## src/common/pasd_pkg.sv

```systemverilog
// Package for the PWM auto-shutdown and dead-band block: offsets, fields, reset values
package pasd_pkg;

  // Register indices on the plain register port
  localparam logic [1:0] PASD_ADDR_ASD_CTRL = 2'h0;  // auto_shutdown_control
  localparam logic [1:0] PASD_ADDR_EPWM_CTRL = 2'h1;  // enhanced_pwm_control
  localparam logic [1:0] PASD_ADDR_IRQ_STAT = 2'h2;  // Sticky event flags, write one to clear
  localparam logic [1:0] PASD_ADDR_IRQ_MASK = 2'h3;  // Event enables

  // Field positions in auto_shutdown_control
  localparam int PASD_STATUS_BIT = 7;
  localparam int PASD_SRC_LSB    = 4;
  localparam int PASD_AC_LSB     = 2;
  localparam int PASD_BD_LSB     = 0;

  // Field positions in enhanced_pwm_control
  localparam int PASD_RESTART_BIT = 7;
  localparam int PASD_DBC_LSB     = 0;

  // Event flag positions
  localparam int PASD_EVT_SHUTDOWN = 0;
  localparam int PASD_EVT_RESTART  = 1;

  // Values after reset
  localparam logic [7:0] PASD_ASD_CTRL_RST  = 8'h00;
  localparam logic [7:0] PASD_EPWM_CTRL_RST = 8'h00;
  localparam logic [1:0] PASD_IRQ_RST       = 2'h0;

  // Shutdown pin level codes
  localparam logic [1:0] PASD_LVL_LOW  = 2'h0;
  localparam logic [1:0] PASD_LVL_HIGH = 2'h1;

  // Source select code that turns auto-shutdown off
  localparam logic [2:0] PASD_SRC_OFF = 3'h0;

  // Synchroniser depth
  localparam int PASD_SYNC_STAGES = 2;

  // Decoded auto_shutdown_control
  typedef struct packed {
    logic       shutdown_status;         // Outputs held in shutdown
    logic [2:0] shutdown_source_select;  // Trigger choice
    logic [1:0] pair_ac_shutdown_level;  // A and C level in shutdown
    logic [1:0] pair_bd_shutdown_level;  // B and D level in shutdown
  } pasd_asd_ctrl_t;

  // Decoded enhanced_pwm_control
  typedef struct packed {
    logic       auto_restart_enable;  // Hardware clears status
    logic [6:0] dead_band_count;      // Delay in instruction cycles
  } pasd_epwm_ctrl_t;

endpackage : pasd_pkg

```

## src/verilog/pasd_top.sv

```systemverilog
// PWM auto-shutdown, auto-restart and half-bridge dead-band output stage
//
// The address map and the plain strobed port are this design's own decisions.
`timescale 1ns/1ps
`default_nettype none

module pasd_top
  import pasd_pkg::*;
#(
  parameter int DBC_W = 7  // Width of the dead-band counter
) (
  // Clock, reset and enable
  input  wire logic       core_clk,
  input  wire logic       resetn,
  input  wire logic       clk_en,
  // Register port
  input  wire logic [1:0] reg_addr,
  input  wire logic [7:0] reg_wdata,
  input  wire logic       reg_wr,
  input  wire logic       reg_rd,
  output logic      [7:0] reg_rdata,
  // Shutdown sources from outside the clock domain
  input  wire logic       ext_int_n,
  input  wire logic       comparator_one,
  input  wire logic       comparator_two,
  // Period generator and steering, same clock
  input  wire logic       period_start,
  input  wire logic       half_bridge,
  input  wire logic [3:0] pwm_raw,
  input  wire logic [3:0] pin_enable,
  // Output pins: index 0..3 are pwm_out_a..pwm_out_d
  output logic      [3:0] pwm_out,
  output logic      [3:0] pwm_out_oe,
  // Interrupt
  output logic            irq
);

  // Register state
  pasd_asd_ctrl_t  asd_q;       // auto_shutdown_control
  pasd_epwm_ctrl_t epwm_q;      // enhanced_pwm_control
  logic [1:0]      irq_stat_q;  // Sticky events
  logic [1:0]      irq_mask_q;  // Event enables
  logic [7:0]      rdata_q;     // Read data, one cycle after the strobe

  // Synchronised trigger inputs: bit 0 pin low, 1 comparator one, 2 comparator two
  logic [2:0] trig_raw;
  logic [2:0] sync1_q;
  logic [2:0] sync2_q;

  // Shutdown bookkeeping
  logic       hit_sync;   // Selected condition, sampled
  logic       hit_async;  // Selected condition, straight from the pins
  logic       run_q;      // Modulation allowed after a period boundary
  logic       force_sd;   // Pins held at shutdown levels
  logic       wr_asd;     // Write to auto_shutdown_control
  logic       status_set;
  logic       status_clr;
  logic       hw_clear;   // Clear done by auto restart

  // Dead-band paths for A and B
  logic [DBC_W-1:0] db_cnt_q [2];
  logic [1:0]       db_in;
  logic [1:0]       db_out;
  logic [1:0]       db_in_q;

  // Decode the source select against a condition vector
  function automatic logic src_hit(input logic [2:0] sel, input logic [2:0] cond);
    src_hit = (sel[2] & cond[0]) | (sel[0] & cond[1]) | (sel[1] & cond[2]);
  endfunction : src_hit

  assign trig_raw = {comparator_two, comparator_one, ~ext_int_n};

  // Two-stage synchronisers, one per trigger input
  for (genvar gi = 0; gi < 3; gi++) begin : g_sync
    always_ff @(posedge core_clk) begin
      if (!resetn) begin
        sync1_q[gi] <= 1'b0;
        sync2_q[gi] <= 1'b0;
      end else if (clk_en) begin
        sync1_q[gi] <= trig_raw[gi];
        sync2_q[gi] <= sync1_q[gi];
      end
    end
  end

  // Code 000 selects nothing; upper bit adds the pin, lower bits the comparators
  assign hit_sync  = src_hit(asd_q.shutdown_source_select, sync2_q);
  // Unclocked path so the pins react without waiting for an edge
  assign hit_async = src_hit(asd_q.shutdown_source_select, trig_raw);

  assign wr_asd = reg_wr && (reg_addr == PASD_ADDR_ASD_CTRL);

  // Set sources: sampled condition or firmware writing a one
  assign status_set = hit_sync || (wr_asd && reg_wdata[PASD_STATUS_BIT]);
  // Auto clear only while restart enabled and condition gone
  assign hw_clear   = epwm_q.auto_restart_enable && !hit_sync && asd_q.shutdown_status;
  assign status_clr = (wr_asd && !reg_wdata[PASD_STATUS_BIT]) || hw_clear;

  // auto_shutdown_control: set wins over any clear in the same cycle
  always_ff @(posedge core_clk) begin
    if (!resetn) begin
      asd_q <= PASD_ASD_CTRL_RST;
    end else if (clk_en) begin
      if (wr_asd) begin
        asd_q.shutdown_source_select <= reg_wdata[PASD_SRC_LSB +: 3];
        asd_q.pair_ac_shutdown_level <= reg_wdata[PASD_AC_LSB +: 2];
        asd_q.pair_bd_shutdown_level <= reg_wdata[PASD_BD_LSB +: 2];
      end
      if (status_set) begin
        asd_q.shutdown_status <= 1'b1;
      end else if (status_clr) begin
        asd_q.shutdown_status <= 1'b0;
      end
    end
  end

  // enhanced_pwm_control: plain storage
  always_ff @(posedge core_clk) begin
    if (!resetn) begin
      epwm_q <= PASD_EPWM_CTRL_RST;
    end else if (clk_en && reg_wr && (reg_addr == PASD_ADDR_EPWM_CTRL)) begin
      epwm_q <= reg_wdata;
    end
  end

  // Interrupt mask
  always_ff @(posedge core_clk) begin
    if (!resetn) begin
      irq_mask_q <= PASD_IRQ_RST;
    end else if (clk_en && reg_wr && (reg_addr == PASD_ADDR_IRQ_MASK)) begin
      irq_mask_q <= reg_wdata[1:0];
    end
  end

  // Sticky events; a new event beats a write-one-to-clear
  always_ff @(posedge core_clk) begin
    if (!resetn) begin
      irq_stat_q <= PASD_IRQ_RST;
    end else if (clk_en) begin
      for (int i = 0; i < 2; i++) begin
        if ((i == PASD_EVT_SHUTDOWN && status_set && !asd_q.shutdown_status) ||
            (i == PASD_EVT_RESTART && hw_clear && !status_set)) begin
          irq_stat_q[i] <= 1'b1;
        end else if (reg_wr && (reg_addr == PASD_ADDR_IRQ_STAT) && reg_wdata[i]) begin
          irq_stat_q[i] <= 1'b0;
        end
      end
    end
  end

  assign irq = |(irq_stat_q & irq_mask_q);

  // Read mux; data appears the cycle after the strobe only
  always_ff @(posedge core_clk) begin
    if (!resetn) begin
      rdata_q <= 8'h00;
    end else if (clk_en && reg_rd) begin
      if (reg_addr == PASD_ADDR_ASD_CTRL) begin
        rdata_q <= asd_q;
      end else if (reg_addr == PASD_ADDR_EPWM_CTRL) begin
        rdata_q <= epwm_q;
      end else if (reg_addr == PASD_ADDR_IRQ_STAT) begin
        rdata_q <= {6'h00, irq_stat_q};
      end else begin
        rdata_q <= {6'h00, irq_mask_q};
      end
    end else if (clk_en) begin
      rdata_q <= 8'h00;
    end
  end

  assign reg_rdata = rdata_q;

  // Restart gate: dropped by shutdown, raised only on a period boundary.
  // The period generator keeps counting outside, so the boundary stays aligned.
  always_ff @(posedge core_clk) begin
    if (!resetn) begin
      run_q <= 1'b0;
    end else if (clk_en) begin
      if (asd_q.shutdown_status || status_set) begin
        run_q <= 1'b0;
      end else if (period_start) begin
        run_q <= 1'b1;
      end
    end
  end

  // Half-bridge feeds A and its complement into the dead band
  assign db_in[0] = pwm_raw[0];
  assign db_in[1] = half_bridge ? ~pwm_raw[0] : pwm_raw[1];

  // Dead band: count instruction cycles after a rising input, release at the count.
  // A falling input clears at once, so a short pulse never shows.
  for (genvar gd = 0; gd < 2; gd++) begin : g_db
    always_ff @(posedge core_clk) begin
      if (!resetn) begin
        db_cnt_q[gd] <= '0;
        db_in_q[gd]  <= 1'b0;
      end else if (clk_en) begin
        db_in_q[gd] <= db_in[gd];
        if (!db_in[gd]) begin
          db_cnt_q[gd] <= '0;
        end else if (db_cnt_q[gd] != epwm_q.dead_band_count[DBC_W-1:0]) begin
          db_cnt_q[gd] <= db_cnt_q[gd] + 1'b1;
        end
      end
    end
    // In half-bridge mode held inactive until the count is reached, even for a whole period; otherwise the input passes straight through
    assign db_out[gd] = half_bridge ?
        (db_in[gd] && db_cnt_q[gd] == epwm_q.dead_band_count[DBC_W-1:0]) :
        db_in[gd];
  end

  // Forced by stored status or at once by the pins
  assign force_sd = asd_q.shutdown_status || hit_async;

  // Pin drive: shutdown level, tri-state, or gated modulation
  always_comb begin
    logic [1:0] lvl;
    lvl = 2'h0;
    for (int p = 0; p < 4; p++) begin
      lvl = (p == 0 || p == 2) ? asd_q.pair_ac_shutdown_level :
                                 asd_q.pair_bd_shutdown_level;
      if (force_sd) begin
        pwm_out[p]    = (lvl == PASD_LVL_HIGH);
        pwm_out_oe[p] = pin_enable[p] && !lvl[1];
      end else begin
        pwm_out[p]    = run_q && ((p < 2) ? db_out[p] : pwm_raw[p]);
        pwm_out_oe[p] = pin_enable[p];
      end
    end
  end

  // Checks kept beside the logic

  a_status_rises: assert property (@(posedge core_clk) disable iff (!resetn)
    clk_en && hit_sync |=> asd_q.shutdown_status)
    else $error("status did not set on a sampled trigger");

  a_reads_status: assert property (@(posedge core_clk) disable iff (!resetn)
    clk_en && reg_rd && reg_addr == PASD_ADDR_ASD_CTRL
    |=> reg_rdata[PASD_STATUS_BIT] == $past(asd_q.shutdown_status))
    else $error("status bit read back wrong");

  a_async_level: assert property (@(posedge core_clk) disable iff (!resetn)
    hit_async && asd_q.pair_ac_shutdown_level == PASD_LVL_HIGH && pin_enable[0]
    |-> pwm_out[0] && pwm_out_oe[0])
    else $error("pin A not forced high");

  a_tri_pair: assert property (@(posedge core_clk) disable iff (!resetn)
    asd_q.shutdown_status && asd_q.pair_bd_shutdown_level[1]
    |-> !pwm_out_oe[1] && !pwm_out_oe[3])
    else $error("pair B and D still driven");

  a_auto_clear: assert property (@(posedge core_clk) disable iff (!resetn)
    clk_en && asd_q.shutdown_status && epwm_q.auto_restart_enable && !hit_sync && !reg_wr
    |=> !asd_q.shutdown_status)
    else $error("auto restart did not clear status");

  a_manual_hold: assert property (@(posedge core_clk) disable iff (!resetn)
    asd_q.shutdown_status && !epwm_q.auto_restart_enable && !(clk_en && wr_asd)
    |=> asd_q.shutdown_status)
    else $error("status cleared without firmware");

  a_boundary_only: assert property (@(posedge core_clk) disable iff (!resetn)
    $rose(run_q) |-> $past(period_start) && !$past(asd_q.shutdown_status))
    else $error("modulation resumed off a period boundary");

  // A nonzero count must keep A inactive in the first cycle its input is high
  a_dead_band: assert property (@(posedge core_clk) disable iff (!resetn)
    half_bridge && $rose(db_in[0]) && epwm_q.dead_band_count != 7'h00
    |-> !db_out[0])
    else $error("output A went active before the dead band");

  a_fall_undelayed: assert property (@(posedge core_clk) disable iff (!resetn)
    half_bridge && !force_sd && $fell(db_in[0]) |-> !pwm_out[0])
    else $error("inactive edge was delayed");

  a_irq_level: assert property (@(posedge core_clk) disable iff (!resetn)
    clk_en && status_set && !asd_q.shutdown_status && irq_mask_q[PASD_EVT_SHUTDOWN]
    |=> irq)
    else $error("interrupt not raised on a shutdown event");

  a_reset_zero: assert property (@(posedge core_clk)
    !resetn |=> asd_q == PASD_ASD_CTRL_RST)
    else $error("control register not zero after reset");

endmodule : pasd_top

`default_nettype wire

```

## config.mk

```make
export PLATFORM = sky130hd
export DESIGN_NAME = pasd_top
export DESIGN_NICKNAME = d
export VERILOG_FILES = /design/src/common/pasd_pkg.sv /design/src/verilog/pasd_top.sv
export SDC_FILE = /design/constraint.sdc
export NUM_CORES = 1
export LEC_CHECK = 0
export ABC_AREA = 0
export BUFFER_PORTS_ARGS = -buffer_cell sky130_fd_sc_hd__clkbuf_2
export CORE_MARGIN = 2
export CORE_UTILIZATION = 33
export DETAILED_ROUTE_END_ITERATION = 6
export HOLD_SLACK_MARGIN = 0.03
export PLACE_DENSITY = 0.63
export SETUP_SLACK_MARGIN = 0.02
export SLEW_MARGIN = 0
export SYNTH_ARGS = -nofsm -noshare
export SYNTH_HDL_FRONTEND = slang
export SYNTH_SLANG_ARGS = --single-unit
```

## constraint.sdc

```tcl
create_clock -name core_clk -period 1.5 [get_ports core_clk]
set_input_delay 0.075 -clock core_clk [delete_from_list [all_inputs] [get_ports core_clk]]
set_output_delay 0.075 -clock core_clk [all_outputs]
set_load 0.005 [all_outputs]
```

==> flow_summary.json <==
{
  "synth_enable_flop_cells": 14,
  "grt_pass1_wl_um": 9650,
  "synth_top_area_cell": "dfxtp_1",
  "use_met1_pct": 20.5,
  "dpl.hpwl_um": 4450,
  "synth_area_leaders": "dfxtp_1 (28%), edfxtp_1 (17%), mux2i_1 (7.6%)",
  "drive_gt1_share_pct": 31.8,
  "cts_buffer_depth": 2,
  "cp-start-kind": "register",
  "hp-class": "in -> reg",
  "status": "finished, violations left",
  "synth-seq-cells": 49,
  "die_y_um": 91.2,
  "synth-adder-area-share_pct": 0.998,
  "grt.busiest_layer": "met2",
  "grt_use_total_pct": 14.8,
  "core_mm2": 0.00729,
  "reg2reg_to": "db_cnt_q[0][1]",
  "ys_types": 44,
  "synth-xor-area-share_pct": 8.38,
  "hold_viol": 0,
  "synth_compound_area_share_pct": 13.0,
  "violations": "negative setup slack",
  "r2r-start": "db_cnt_q[0][0]",
  "drt_pass1_iterations": 4,
  "rows": 31,
  "grt_pass1_vias": 1934,
  "vdd_drop_max_mv": 0.340,
  "drv_slew": 0,
  "worstSetupPathType": "reg -> out",
  "tightest_slew_ps": 427,
  "finalCriticalPeriod_ps": 1680,
  "synth-simple-area-share_pct": 19.1,
  "dieArea_mm2": 0.00831,
  "final.period_utilization_pct": 112,
  "clk_pin_slew_ps": 80,
  "synth_top_family_by_area": "simple AND/OR/NAND/NOR gates",
  "routed_via_density": 4.65,
  "cp.required_ps": 1420,
  "p_per_area_mw_per_mm2": 832,
  "diodes": 0,
  "dieWidth_um": 91.2,
  "max_freq_mhz": 596,
  "grtUsageMet2_pct": 23.1,
  "routed-via-count": 2008,
  "crit_fanout": 2,
  "max_cap_violations": 0,
  "synthArstFlopShare_pct": 0,
  "cts_inserted_buffers": 5,
  "reg2reg_slack_ps": -60,
  "gr-total-overflow": 0,
  "final_cell_mix": "clkbuf_2 (43), dfxtp_1 (30), buf_4 (27)",
  "whs_ps": 47.0,
  "hp-start": "ext_int_n",
  "max_slew_margin_pct": 71.5,
  "cts_num_sinks": 49,
  "cts-root-buf": "clkbuf_8",
  "synth_nets": 286,
  "avgSynthCellArea_um2": 9.79,
  "totalWireLength_um": 5960,
  "cts_tree": "built",
  "ios": 45,
  "yosysTopAreaCellShare_pct": 27.9,
  "final_common_cell": "clkbuf_2",
  "antenna_found_initial": 0,
  "skew_ps": 7.86,
  "met3_usage_pct": 2.74,
  "min_to": "sync1_q[0]",
  "nets": 362,
  "synth_ff_type": "dfxtp_1",
  "cellLeakagePower_nw": 1.32,
  "post_drt_wl_per_cell_um": 13.8,
  "grt_max_degree": 35,
  "setup.worst_path.end_class": "output pin",
  "netlist_area_mm2": 0.00251,
  "netlist_instances": 256,
  "final_core_util_pct": 45.1,
  "ys_seq_area_share_pct": 44.7,
  "htreeDepth": 2,
  "start_util_pct": 34.4,
  "drtIter0Drc": 132,
  "rsz0062_at_grt": "yes",
  "gp_congestion": 0.769,
  "worstPathArrival_ps": 1600,
  "min_delay_path_depth": 3,
  "clk_latency_ps": 310,
  "reg2reg_depth": 5,
  "worst_slack_ps": -177,
  "syn2layout_area_growth_pct": 31.2,
  "setup_viol": 9,
  "synth_mux_area_share_pct": 9.68,
  "io_buffers": 44,
  "drc_errors": 0,
  "final_antenna_net_count": 0,
  "ys.warnings.count": 0
}
## registers in the layout, indices dropped and copies added (netlist names)
| name | flops |
|---|---|
| db_cnt_q | 14 |
| run_q | 1 |
| sync1_q | 3 |
| epwm_q | 8 |
| sync2_q | 3 |
| asd_q | 8 |
| irq_mask_q | 2 |
| reg_rdata | 8 |
| irq_stat_q | 2 |
## cell families (layout without fill, tap and decap cells)
kind of cell,Yosys count,in the layout
buf+inv,23,100
simple gates,92,92
flops,49,49
mux,21,21
fa+ha+maj,2,2
xor+xnor,24,24
compound gates,45,45
## per-stage QoR
step           total power (W)  std cells  instance area [µm²]  TNS (ps)  setup WS, ps
6_report               0.00274        432                 3290      -593          -177
5_1_grt                0.00288        432                 3290     -2010          -233
4_1_cts                0.00273        430                 3200      -294          -148
3_5_place_dp           0.00188        411                 2970     -5.09         -4.37
3_3_place_gp           0.00188        411                 2970         0          27.5
2_1_floorplan          0.00172        256                 2520         0          48.6
## critical path, cell delays in order (launching register included)
cell and delay (ps):
edfxtp_1 440, xnor2_1 170, nand4_1 130, o21a_1 200, o31ai_2 200, buf_2 150
## synthesized netlist by cell type, drive strengths merged (2+ instances only)
library cell  count
dfxtp            35
o21ai             4
nand3            11
o22ai             6
xor2              4
xnor2            20
mux2i            19
and3              3
and2              7
nand2            20
nand4             4
ha                2
nand2b            3
a31oi             2
buf               5
edfxtp           14
nor2b            17
a21boi           15
clkbuf            5
a21oi             5
o21a              2
nand3b            2
nor3b             2
inv              13
o2111ai           2
mux4              2
a22o              2
nor2             20
## worst max path at each step
stage / from / endpoint / slack [ps] / cells past startpoint
after global placement: db_cnt_q[0][0] / db_cnt_q[0][4] / 30 / 4
after floorplan: db_cnt_q[1][4] / db_cnt_q[1][2] / 50 / 4
after CTS: db_cnt_q[0][1] / pwm_out[0] / -150 / 5
after global routing: db_cnt_q[0][1] / pwm_out[0] / -230 / 5
after detailed placement: db_cnt_q[0][0] / db_cnt_q[0][5] / -4 / 4
final: db_cnt_q[0][0] / pwm_out[0] / -180 / 5
## final cells by class
class,instances,area [µm²]
multi-input cells,184,1390
well taps,99,124
flip-flops and latches,49,1130
repair buffers,79,508
fillers,748,4000
inverters,13,48.8
clock buffers,8,90.1
## report_power, final
| part | internal, W | switching, W | total [W] |
|---|---|---|---|
| combinational | 0.000242 | 0.000223 | 0.000466 |
| clock | 0.000377 | 0.000427 | 0.000804 |
| sequential | 0.00142 | 0.0000497 | 0.00147 |
## layer usage
metal  wire (µm)  vias up
met4          72        0
met3         163        4
met2        2820       34
met5           0        -
li1            -     1041
met1        2900      929
## what timing repair did
action                                  CTS  global route
endpoints found under the hold margin     4             0
gates resized for setup                  11            23
setup buffers                             8             2
hold buffers                              4             0
pin swaps                                 5            10
endpoints found under the setup margin   27            38
Power figures use the tool's default switching activity.
